`src/design/mppr_params.svh`:
```
`ifndef MPPR_PARAMS_SVH
`define MPPR_PARAMS_SVH

// ----------------------------------------
// Register byte offsets
// ----------------------------------------
`define MPPR_OFS_CTRL      4'h0
`define MPPR_OFS_ADDR      4'h4
`define MPPR_OFS_CMD       4'h8
`define MPPR_OFS_DATA      4'hc

// ----------------------------------------
// Control register fields
// ----------------------------------------
`define MPPR_CTRL_W        9
`define MPPR_CTRL_WIDE     0
`define MPPR_CTRL_DCC_LSB  1
`define MPPR_CTRL_DCC_MSB  5
`define MPPR_CTRL_HOLD     6
`define MPPR_CTRL_FLASH    7
`define MPPR_CTRL_ALE_LOW  8
`define MPPR_CTRL_RST      9'h002

// ----------------------------------------
// Command and status fields
// ----------------------------------------
`define MPPR_CMD_START     0
`define MPPR_STAT_BUSY     0
`define MPPR_STAT_DONE     1
`define MPPR_ADDR_RST      16'h0000

// ----------------------------------------
// Phase lengths in peripheral clocks
// ----------------------------------------
`define MPPR_PCLK_RATIO    2
`define MPPR_ALE_PCLKS     5'h02
`define MPPR_SETUP_PCLKS   5'h02
`define MPPR_HOLD_PCLKS    5'h01
`define MPPR_FLASH_PCLKS   5'h07
`define MPPR_GAP_PCLKS     5'h01
`define MPPR_DRIVE_LEFT    5'h01
`define MPPR_CAP_TAP       1

`endif

```
`src/design/mppr_pkg.sv`:
```
package mppr_pkg;

  typedef enum logic [2:0] {
    MPPR_IDLE   = 3'h0,
    MPPR_ALE    = 3'h1,
    MPPR_SETUP  = 3'h3,
    MPPR_STROBE = 3'h2,
    MPPR_HOLD   = 3'h6,
    MPPR_FLASH  = 3'h7,
    MPPR_GAP    = 3'h5
  } mppr_state_t;

  typedef struct packed {
    mppr_state_t st;
    logic [4:0]  cnt;
    logic [8:0]  ctrl;
    logic [8:0]  run;
    logic [15:0] addr;
    logic [15:0] rdata;
    logic        pend;
    logic        busy;
    logic        done;
    logic [1:0]  cap;
    logic [15:0] sync1;
    logic [15:0] sync2;
    logic        ale;
    logic        rd_n;
    logic [15:0] ad;
    logic [1:0]  oe_n;
    logic        ack;
    logic [31:0] dat;
  } mppr_regs_t;

  typedef struct packed {
    logic [3:0] cnt;
    logic       tick;
  } mppr_div_regs_t;

endpackage

```
`src/design/mppr_tick_if.sv`:
```
`timescale 1ns/1ps
interface mppr_tick_if;
  logic tick;
  modport src (output tick);
  modport snk (input  tick);
endinterface

```
`src/design/mppr_pclk_div.sv`:
```
`timescale 1ns/1ps
`include "mppr_params.svh"
module mppr_pclk_div #(
  parameter int RATIO = `MPPR_PCLK_RATIO
) (
  input  wire logic   clock_i,
  input  wire logic   rst_n_i,
  mppr_tick_if.src    tick_if
);

  // ----------------------------------------
  // Elaboration check
  // ----------------------------------------
  generate
    if (RATIO < 2 || RATIO > 16) begin : g_bad_ratio
      $error("mppr_pclk_div: RATIO out of range");
    end
  endgenerate

  localparam logic [3:0] LAST = 4'(RATIO - 1);

  mppr_pkg::mppr_div_regs_t q;
  mppr_pkg::mppr_div_regs_t d;

  // ----------------------------------------
  // Peripheral clock phase
  // ----------------------------------------
  // One tick per peripheral clock, free running
  always_comb begin
    d      = q;
    d.tick = (q.cnt == LAST);
    d.cnt  = (q.cnt == LAST) ? 4'h0 : q.cnt + 4'h1;
  end

  always_ff @(posedge clock_i or negedge rst_n_i) begin
    if (!rst_n_i) begin
      q <= '0;
    end else begin
      q <= d;
    end
  end

  assign tick_if.tick = q.tick;

endmodule

```
`src/design/mppr_top.sv`:
```
`timescale 1ns/1ps
`include "mppr_params.svh"
// Behaviour
// - Sequencer counts peripheral clocks, two core clocks.
// - Read strobe lasts data-cycle-count peripheral clocks, one clock for a count of zero.
// - Optional single hold clock after strobe.
// - Flash mode adds seven recovery clocks.
// - Address latch strobe active high after reset, programmable.
// - Two clocks from latch end to strobe.
// - Gap between strobes: one clock plus hold.
// - Address released one clock after latch ends.
// - Narrow memory: upper byte held through hold.
// - No address drive until recovery finishes.
// - Data captured at strobe rising edge.
module mppr_top (
  input  wire logic        clock_i,
  input  wire logic        rst_n_i,
  input  wire logic        wb_cyc_i,
  input  wire logic        wb_stb_i,
  input  wire logic        wb_we_i,
  input  wire logic [3:0]  wb_adr_i,
  input  wire logic [3:0]  wb_sel_i,
  input  wire logic [31:0] wb_dat_i,
  output logic      [31:0] wb_dat_o,
  output logic             wb_ack_o,
  input  wire logic [15:0] ad_i,
  output logic      [15:0] ad_o,
  output logic      [1:0]  ad_oe_n_o,
  output logic             ale_o,
  output logic             rd_n_o
);

  // ----------------------------------------
  // Helpers
  // ----------------------------------------
  // Pin level of the latch strobe for a given polarity
  function automatic logic ale_level(input logic active, input logic low_pol);
    ale_level = active ^ low_pol;
  endfunction

  // Counter preload for a phase of n peripheral clocks
  function automatic logic [4:0] span(input logic [4:0] n);
    span = (n == 5'h00) ? 5'h00 : n - 5'h01;
  endfunction

  // Byte-lane merge for register writes
  function automatic logic [15:0] merge16(input logic [15:0] old,
                                          input logic [31:0] wdat,
                                          input logic [3:0]  sel);
    merge16 = old;
    if (sel[0]) begin
      merge16[7:0] = wdat[7:0];
    end
    if (sel[1]) begin
      merge16[15:8] = wdat[15:8];
    end
  endfunction

  // ----------------------------------------
  // Peripheral clock tick
  // ----------------------------------------
  mppr_tick_if tick_bus ();

  mppr_pclk_div #(
    .RATIO (`MPPR_PCLK_RATIO)
  ) u_div (
    .clock_i (clock_i),
    .rst_n_i (rst_n_i),
    .tick_if (tick_bus)
  );

  mppr_pkg::mppr_regs_t q;
  mppr_pkg::mppr_regs_t d;

  logic        tick;
  logic        req;
  logic        wr;
  logic        start;
  logic        clr_done;
  logic [3:0]  ofs;
  logic        wide;
  logic        hold_en;
  logic        flash_en;
  logic        low_pol;
  logic [4:0]  dcc;

  // ----------------------------------------
  // Elaboration checks
  // ----------------------------------------
  // Phase counters preload n - 1, so a zero-length phase cannot exist
  generate
    if (`MPPR_CTRL_ALE_LOW >= `MPPR_CTRL_W || `MPPR_CTRL_DCC_MSB >= `MPPR_CTRL_W) begin : g_bad_field
      $error("mppr_top: control field outside the control word");
    end
    if (`MPPR_CTRL_DCC_MSB - `MPPR_CTRL_DCC_LSB + 1 != $bits(dcc)) begin : g_bad_count
      $error("mppr_top: data cycle count field does not fit its counter");
    end
    if (`MPPR_ALE_PCLKS == 5'h00 || `MPPR_SETUP_PCLKS == 5'h00) begin : g_bad_latch
      $error("mppr_top: latch and setup phases need at least one clock");
    end
    if (`MPPR_HOLD_PCLKS == 5'h00 || `MPPR_GAP_PCLKS == 5'h00 || `MPPR_FLASH_PCLKS == 5'h00) begin : g_bad_rec
      $error("mppr_top: recovery phases need at least one clock");
    end
    if (`MPPR_DRIVE_LEFT >= `MPPR_SETUP_PCLKS) begin : g_bad_release
      $error("mppr_top: address release must fall inside the setup phase");
    end
    if (`MPPR_CAP_TAP >= $bits(d.cap)) begin : g_bad_tap
      $error("mppr_top: capture tap outside the delay line");
    end
  endgenerate

  assign tick     = tick_bus.tick;
  assign req      = wb_cyc_i & wb_stb_i;
  assign ofs      = {wb_adr_i[3:2], 2'b00};
  // Writes land on the edge at which the master sees ack
  assign wr       = req & wb_we_i & q.ack;
  assign start    = wr & (ofs == `MPPR_OFS_CMD) & wb_sel_i[0]
                  & wb_dat_i[`MPPR_CMD_START];
  assign clr_done = wr & (ofs == `MPPR_OFS_CMD) & wb_sel_i[0]
                  & wb_dat_i[`MPPR_STAT_DONE];
  // Access runs on a snapshot; control writes mid-read apply to the next start
  assign wide     = q.run[`MPPR_CTRL_WIDE];
  assign hold_en  = q.run[`MPPR_CTRL_HOLD];
  assign flash_en = q.run[`MPPR_CTRL_FLASH];
  assign low_pol  = q.run[`MPPR_CTRL_ALE_LOW];
  assign dcc      = q.run[`MPPR_CTRL_DCC_MSB:`MPPR_CTRL_DCC_LSB];

  // ----------------------------------------
  // Next state
  // ----------------------------------------
  always_comb begin
    d = q;

    // ----------------------------------------
    // Bus slave
    // ----------------------------------------
    // One wait state; ack drops after one cycle
    d.ack = req & ~q.ack;
    d.dat = 32'h0000_0000;
    if (req & ~q.ack & ~wb_we_i) begin
      unique case (ofs)
        `MPPR_OFS_CTRL: d.dat[8:0]  = q.ctrl;
        `MPPR_OFS_ADDR: d.dat[15:0] = q.addr;
        `MPPR_OFS_CMD: begin
          d.dat[`MPPR_STAT_BUSY] = q.busy;
          d.dat[`MPPR_STAT_DONE] = q.done;
        end
        `MPPR_OFS_DATA: d.dat[15:0] = q.rdata;
        default:        d.dat      = 32'h0000_0000;
      endcase
    end

    // ----------------------------------------
    // Register writes
    // ----------------------------------------
    if (wr && ofs == `MPPR_OFS_CTRL) begin
      if (wb_sel_i[0]) begin
        d.ctrl[7:0] = wb_dat_i[7:0];
      end
      if (wb_sel_i[1]) begin
        d.ctrl[8] = wb_dat_i[8];
      end
    end
    if (wr && ofs == `MPPR_OFS_ADDR && !q.busy) begin
      d.addr = merge16(q.addr, wb_dat_i, wb_sel_i);
    end

    // ----------------------------------------
    // Start command
    // ----------------------------------------
    // Start while busy is ignored
    if (start && !q.busy) begin
      d.pend = 1'b1;
      d.busy = 1'b1;
      d.run  = q.ctrl;
    end

    // ----------------------------------------
    // Data capture
    // ----------------------------------------
    // Pin synchroniser; only stage two feeds logic
    d.sync1 = ad_i;
    d.sync2 = q.sync1;

    // Capture two core clocks after the strobe edge, so the
    // second stage then holds the pins as they stood at it
    d.cap = {q.cap[0], 1'b0};
    if (q.cap[`MPPR_CAP_TAP]) begin
      d.rdata = wide ? q.sync2 : {8'h00, q.sync2[7:0]};
    end

    // ----------------------------------------
    // Done flag
    // ----------------------------------------
    // A capture in the clearing cycle wins
    if (clr_done) begin
      d.done = 1'b0;
    end
    if (q.cap[`MPPR_CAP_TAP]) begin
      d.done = 1'b1;
    end

    // ----------------------------------------
    // Read sequencer, one step per tick
    // ----------------------------------------
    if (q.st == mppr_pkg::MPPR_IDLE) begin
      d.ale = ale_level(1'b0, q.ctrl[`MPPR_CTRL_ALE_LOW]);
    end

    if (tick) begin
      unique case (q.st)
        mppr_pkg::MPPR_IDLE: begin
          if (q.pend) begin
            d.pend = 1'b0;
            d.st   = mppr_pkg::MPPR_ALE;
            d.cnt  = span(`MPPR_ALE_PCLKS);
            d.ale  = ale_level(1'b1, low_pol);
            d.ad   = q.addr;
            d.oe_n = 2'b00;
          end
        end

        mppr_pkg::MPPR_ALE: begin
          if (q.cnt != 5'h00) begin
            d.cnt = q.cnt - 5'h01;
          end else begin
            d.st  = mppr_pkg::MPPR_SETUP;
            d.cnt = span(`MPPR_SETUP_PCLKS);
            d.ale = ale_level(1'b0, low_pol);
          end
        end

        mppr_pkg::MPPR_SETUP: begin
          // Address held one clock past the latch edge
          if (q.cnt == `MPPR_DRIVE_LEFT) begin
            d.oe_n[0] = 1'b1;
            d.oe_n[1] = wide;
          end
          if (q.cnt != 5'h00) begin
            d.cnt = q.cnt - 5'h01;
          end else begin
            d.st   = mppr_pkg::MPPR_STROBE;
            // A zero count still gives one clock of strobe
            d.cnt  = span(dcc);
            d.rd_n = 1'b0;
          end
        end

        mppr_pkg::MPPR_STROBE: begin
          if (q.cnt != 5'h00) begin
            d.cnt = q.cnt - 5'h01;
          end else begin
            d.rd_n = 1'b1;
            d.cap  = {q.cap[0], 1'b1};
            if (hold_en) begin
              d.st  = mppr_pkg::MPPR_HOLD;
              d.cnt = span(`MPPR_HOLD_PCLKS);
            end else begin
              d.oe_n[1] = 1'b1;
              if (flash_en) begin
                d.st  = mppr_pkg::MPPR_FLASH;
                d.cnt = span(`MPPR_FLASH_PCLKS);
              end else begin
                d.st  = mppr_pkg::MPPR_GAP;
                d.cnt = span(`MPPR_GAP_PCLKS);
              end
            end
          end
        end

        mppr_pkg::MPPR_HOLD: begin
          if (q.cnt != 5'h00) begin
            d.cnt = q.cnt - 5'h01;
          end else begin
            // Upper byte released when the hold clock ends
            d.oe_n[1] = 1'b1;
            if (flash_en) begin
              d.st  = mppr_pkg::MPPR_FLASH;
              d.cnt = span(`MPPR_FLASH_PCLKS);
            end else begin
              d.st  = mppr_pkg::MPPR_GAP;
              d.cnt = span(`MPPR_GAP_PCLKS);
            end
          end
        end

        mppr_pkg::MPPR_FLASH: begin
          if (q.cnt != 5'h00) begin
            d.cnt = q.cnt - 5'h01;
          end else begin
            d.st  = mppr_pkg::MPPR_GAP;
            d.cnt = span(`MPPR_GAP_PCLKS);
          end
        end

        mppr_pkg::MPPR_GAP: begin
          // Lines stay released until the next latch phase
          if (q.cnt != 5'h00) begin
            d.cnt = q.cnt - 5'h01;
          end else begin
            d.st   = mppr_pkg::MPPR_IDLE;
            d.busy = 1'b0;
          end
        end

        default: begin
          d.st   = mppr_pkg::MPPR_IDLE;
          d.cnt  = 5'h00;
          d.rd_n = 1'b1;
          d.oe_n = 2'b11;
          d.busy = 1'b0;
        end
      endcase
    end
  end

  // ----------------------------------------
  // State register
  // ----------------------------------------
  always_ff @(posedge clock_i or negedge rst_n_i) begin
    if (!rst_n_i) begin
      q      <= '0;
      q.st   <= mppr_pkg::MPPR_IDLE;
      q.ctrl <= `MPPR_CTRL_RST;
      q.run  <= `MPPR_CTRL_RST;
      q.addr <= `MPPR_ADDR_RST;
      q.rd_n <= 1'b1;
      q.oe_n <= 2'b11;
    end else begin
      q <= d;
    end
  end

  // ----------------------------------------
  // Outputs
  // ----------------------------------------
  assign wb_ack_o  = q.ack;
  assign wb_dat_o  = q.dat;
  assign ad_o      = q.ad;
  assign ad_oe_n_o = q.oe_n;
  assign ale_o     = q.ale;
  assign rd_n_o    = q.rd_n;

endmodule

```
`config.mk`:
```
export PLATFORM = sky130hd
export DESIGN_NAME = mppr_top
export DESIGN_NICKNAME = d
export VERILOG_FILES = /design/src/design/mppr_pkg.sv /design/src/design/mppr_tick_if.sv /design/src/design/mppr_pclk_div.sv /design/src/design/mppr_top.sv
export VERILOG_INCLUDE_DIRS = /design/src /design/src/design
export SDC_FILE = /design/constraint.sdc
export NUM_CORES = 1
export LEC_CHECK = 0
export ABC_CLOCK_PERIOD_IN_PS = 4100
export BUFFER_PORTS_ARGS = -buffer_cell sky130_fd_sc_hd__buf_2
export CAP_MARGIN = 20
export CORE_ASPECT_RATIO = 0.8
export CORE_MARGIN = 2
export CORE_UTILIZATION = 59
export DETAILED_ROUTE_END_ITERATION = 6
export PLACE_DENSITY = 0.87
export SLEW_MARGIN = 20
export SYNTH_ARGS = -nofsm -noshare
export SYNTH_HDL_FRONTEND = slang
export SYNTH_HIERARCHICAL = 1
export SYNTH_SLANG_ARGS = --single-unit
```
`constraint.sdc`:
```
create_clock -name clock_i -period 4.1 [get_ports clock_i]
set_input_delay 0.82 -clock clock_i [delete_from_list [all_inputs] [get_ports clock_i]]
set_output_delay 0.82 -clock clock_i [all_outputs]
set_load 0.05 [all_outputs]
```
==> results.md <==
* Post-DRT Antenna Nets at 0
* Max-Cap Viols at 0
* Adder-cell area share of the yosys netlist at 0.008464
* Post-Synth XOR/XNOR Area at 0.007406
* Most common cell after layout, fill and taps aside: dfrtp_1
* Worst Setup End Kind: register
* Largest family of logic cells by synthesized area: multiplexers
* Slew Viols, Final at 0
* Post-Synth Simple-Gate Area at 0.08781
* Seq cells post-synth at 137
* Antenna violations before repair at 0
* Clock latency on the worst-skew pair at 420 ps
* CTS Buf Count at 17
* Worst endpoint data arrival time at 2890 ps
* Sum Neg Setup Slack at 0 ps
* Primary FF master, synth: dfrtp_1
* Chip width at 115.9 µm
* CP Cell Sequence: nor2b_1 -> nand3_1 -> mux2_1
* Register clock-pin slew on the reported worst setup and hold paths at 60 ps
* H-Tree Depth at 4
* Synthesized area at 5913 µm²
* CP Launch Type: register
* Post-synth EDFFs at 0
* Detailed Place HPWL at 7906 µm
* Dpl ws at 1525 ps
* Layout overhead on the synthesized area at 12.36%
* Final count of negative-setup-slack endpoints at 0
* ANT cells at 0
* Sw Pwr at 0.0006751 W
* P_leak at 3.352 nW
* Layout Utilization at 0.6857
* Fin. Hold Viols at 0
* Final Cycle Share at 0.6347
* Async S/R FF share, synth at 1.000
* Max Buffers Root-to-Sink at 2
* Sw Ratio at 0.2281
* Synth warnings at 6
* Max-slew headroom at 0.2754
* Num ports at 114
* Mux contribution to synthesized area at 0.1504
* Commonest non-fill, non-tap cells in the layout: dfrtp_1 (132), buf_2 (76), mux2_1 (43), mux2_2 (24), nor2_1 (23)
* Initial Util at 0.6103
* Largest net degree at the start of global routing at 96
* CP required at 4390 ps
* RSZ-0062 raised after global routing: no
* Layout Skew at 6.848 ps
* First-pass DRT Iterations at 5
* Syn Inst Count at 470
* Fmax at 0.3843 GHz
* Post-CTS Setup Inserts at 0
* Seq pwr share at 0.469
* Die ar. at 10,840 µm²
* Post-synthesis compound-gate area fraction at 0.07110
* Worst hold path class: register to register
* PD cells at 445.5 nW/µm²
* Critical-path top delay cell: nand3_1
* Cts hold-fix bufs at 0
* Synth area leaders: dfrtp_1 (56%), mux2_1 (8.2%), buf_4 (6.3%)
* Share of total power in the clock network at 0.492
* Vias at 3,689
* Die Y at 93.54 µm
* Worst slew pin tran at 1084 ps
* Max stage delay on crit path at 850 ps
* Post-synthesis sequential area ratio at 0.5808
* Gp weighted congestion at 0.8156
* CTS root buf: clkbuf_16
* Num rows at 32
* Final nets at 579
* Avg Inst Size Synth at 12.58 µm²
* TritonCTS Sinks at 137
* DRC viols at 0
* Comb pwr share at 0.039
* Cell-internal power at 0.002284 W
* Via density at 5.564
* Top cell type's share of synthesized area at 0.5586
* Maximum VDD drop at 0.3454 mV
* CORE AREA at 9689 µm²
* Tmin final at 2602 ps
* Share of cells above drive strength 1 at 0.2827
* Vias in the first global route at 3,757
* GRT overflow at 0
* Outcome: finished, final reports clean
* Total routed wirelength at 12,130 µm
* Crit-path max FO at 17
* Biggest area consumer among synthesized cells: dfrtp_1
* TritonCTS clock tree: built
* Crit path kind: register to register
* Yosys cell types at 63
* PortBufs at 77
* Setup ws final at 1498 ps
* Detailed Route Iter0 Violations at 299
* Routed wire per std cell at 18.30 µm
* Cts repair resizes at 0
* Total GRT Usage at 0.2412
* First-pass GRT wire length at 19,500 µm
-- through the flow --
stage | hold WS [ps] | power (W) | instance area, µm² | cells
after floorplan | 331.2 | 0.001480 | 5969 | 485
after global placement | 332.1 | 0.001523 | 6077 | 631
after detailed placement | 336.3 | 0.001528 | 6077 | 631
after CTS | 348.5 | 0.002964 | 6644 | 663
after global routing | 355.9 | 0.003044 | 6644 | 663
final | 345.7 | 0.002960 | 6644 | 663
-- sequential cells by signal, indices dropped and copies added, names as in the netlist --
| name | count |
|---|---|
| ad_o | 16 |
| ad_oe_n_o | 2 |
| ale_o | 1 |
| d | 16 |
| dcc | 5 |
| flash_en | 1 |
| hold_en | 1 |
| low_pol | 1 |
| q | 71 |
| rd_n_o | 1 |
| u_div/q | 4 |
| u_div/tick_if.tick | 1 |
| wb_ack_o | 1 |
| wb_dat_o | 16 |
-- logic make-up after synthesis --
| kind of cell | Yosys count |
|---|---|
| muxes | 78 |
| adders and majority gates | 4 |
| buffers and inverters | 91 |
| AOI/OAI and AO/OA | 59 |
| xor gates and xnor gates | 5 |
| DFF | 137 |
| and+or+nand+nor | 95 |
| other | 1 |
-- power groups by stage --
| stage | sequential [W] | combinational (W) | clock, W |
|---|---|---|---|
| 2_1_floorplan | 0.00141 | 0.0000673 | 0 |
| 3_3_place_gp | 0.00141 | 0.000112 | 0 |
| 3_5_place_dp | 0.00141 | 0.000115 | 0 |
| 4_1_cts | 0.00139 | 0.000116 | 0.00146 |
| 5_1_grt | 0.00139 | 0.000126 | 0.00153 |
| 6_report | 0.00139 | 0.000115 | 0.00146 |
-- cell usage after synthesis (3+ instances only) --
library cell	count
dfrtp_1	132
buf_4	50
mux2_1	43
mux2_2	24
nor2_1	23
inv_1	22
nand2_1	16
nand3_1	15
o21ai_0	12
clkbuf_1	10
mux2i_1	9
a22oi_1	7
nor3_1	7
o21ai_1	7
a21oi_1	6
buf_2	6
dfstp_2	5
nand2b_1	5
nor2b_1	5
and2_1	4
ha_1	4
nor3b_1	4
nor2_2	3
xnor2_1	3
-- worst paths after layout --
kind	slack, ps	cells after the start	end	from
setup / recovery	1500	3	ad_o[9]	u_div/tick_if.tick
hold / removal	350	0	q[66]	d[66]
setup reg to reg	1500	3	ad_o[9]	u_div/tick_if.tick
hold reg to reg	350	0	q[66]	d[66]
max in group asynchronous	2740	2	ad_oe_n_o[1]	rst_n_i
min in group asynchronous	480	1	ad_o[3]	rst_n_i
-- worst max-delay path, delay by kind of cell (launching register included) --
family	cells	cell delay [ps]
and+or+nand+nor	2	1220
muxes	1	650
DFF	1	600
-- layout make-up --
class	count	area, µm²
clock buffer	21	470.5
clock inverter	11	96.34
fill	662	3045
inverter	22	82.58
multi-input combinational	257	1983
sequential	137	3435
tap	136	170.2
timing repair buffer	79	406.6
-- metal layers --
layer | up-vias | global-route usage | wire length, µm
met1 | 1829 | 0.3202 | 5092
met4 | 0 | 0.09425 | 229
li1 | 1654 | - | -
met5 | - | 0 | 0
met3 | 27 | 0.07907 | 985
met2 | 179 | 0.3713 | 5825
Power figures use the tool's default switching activity.
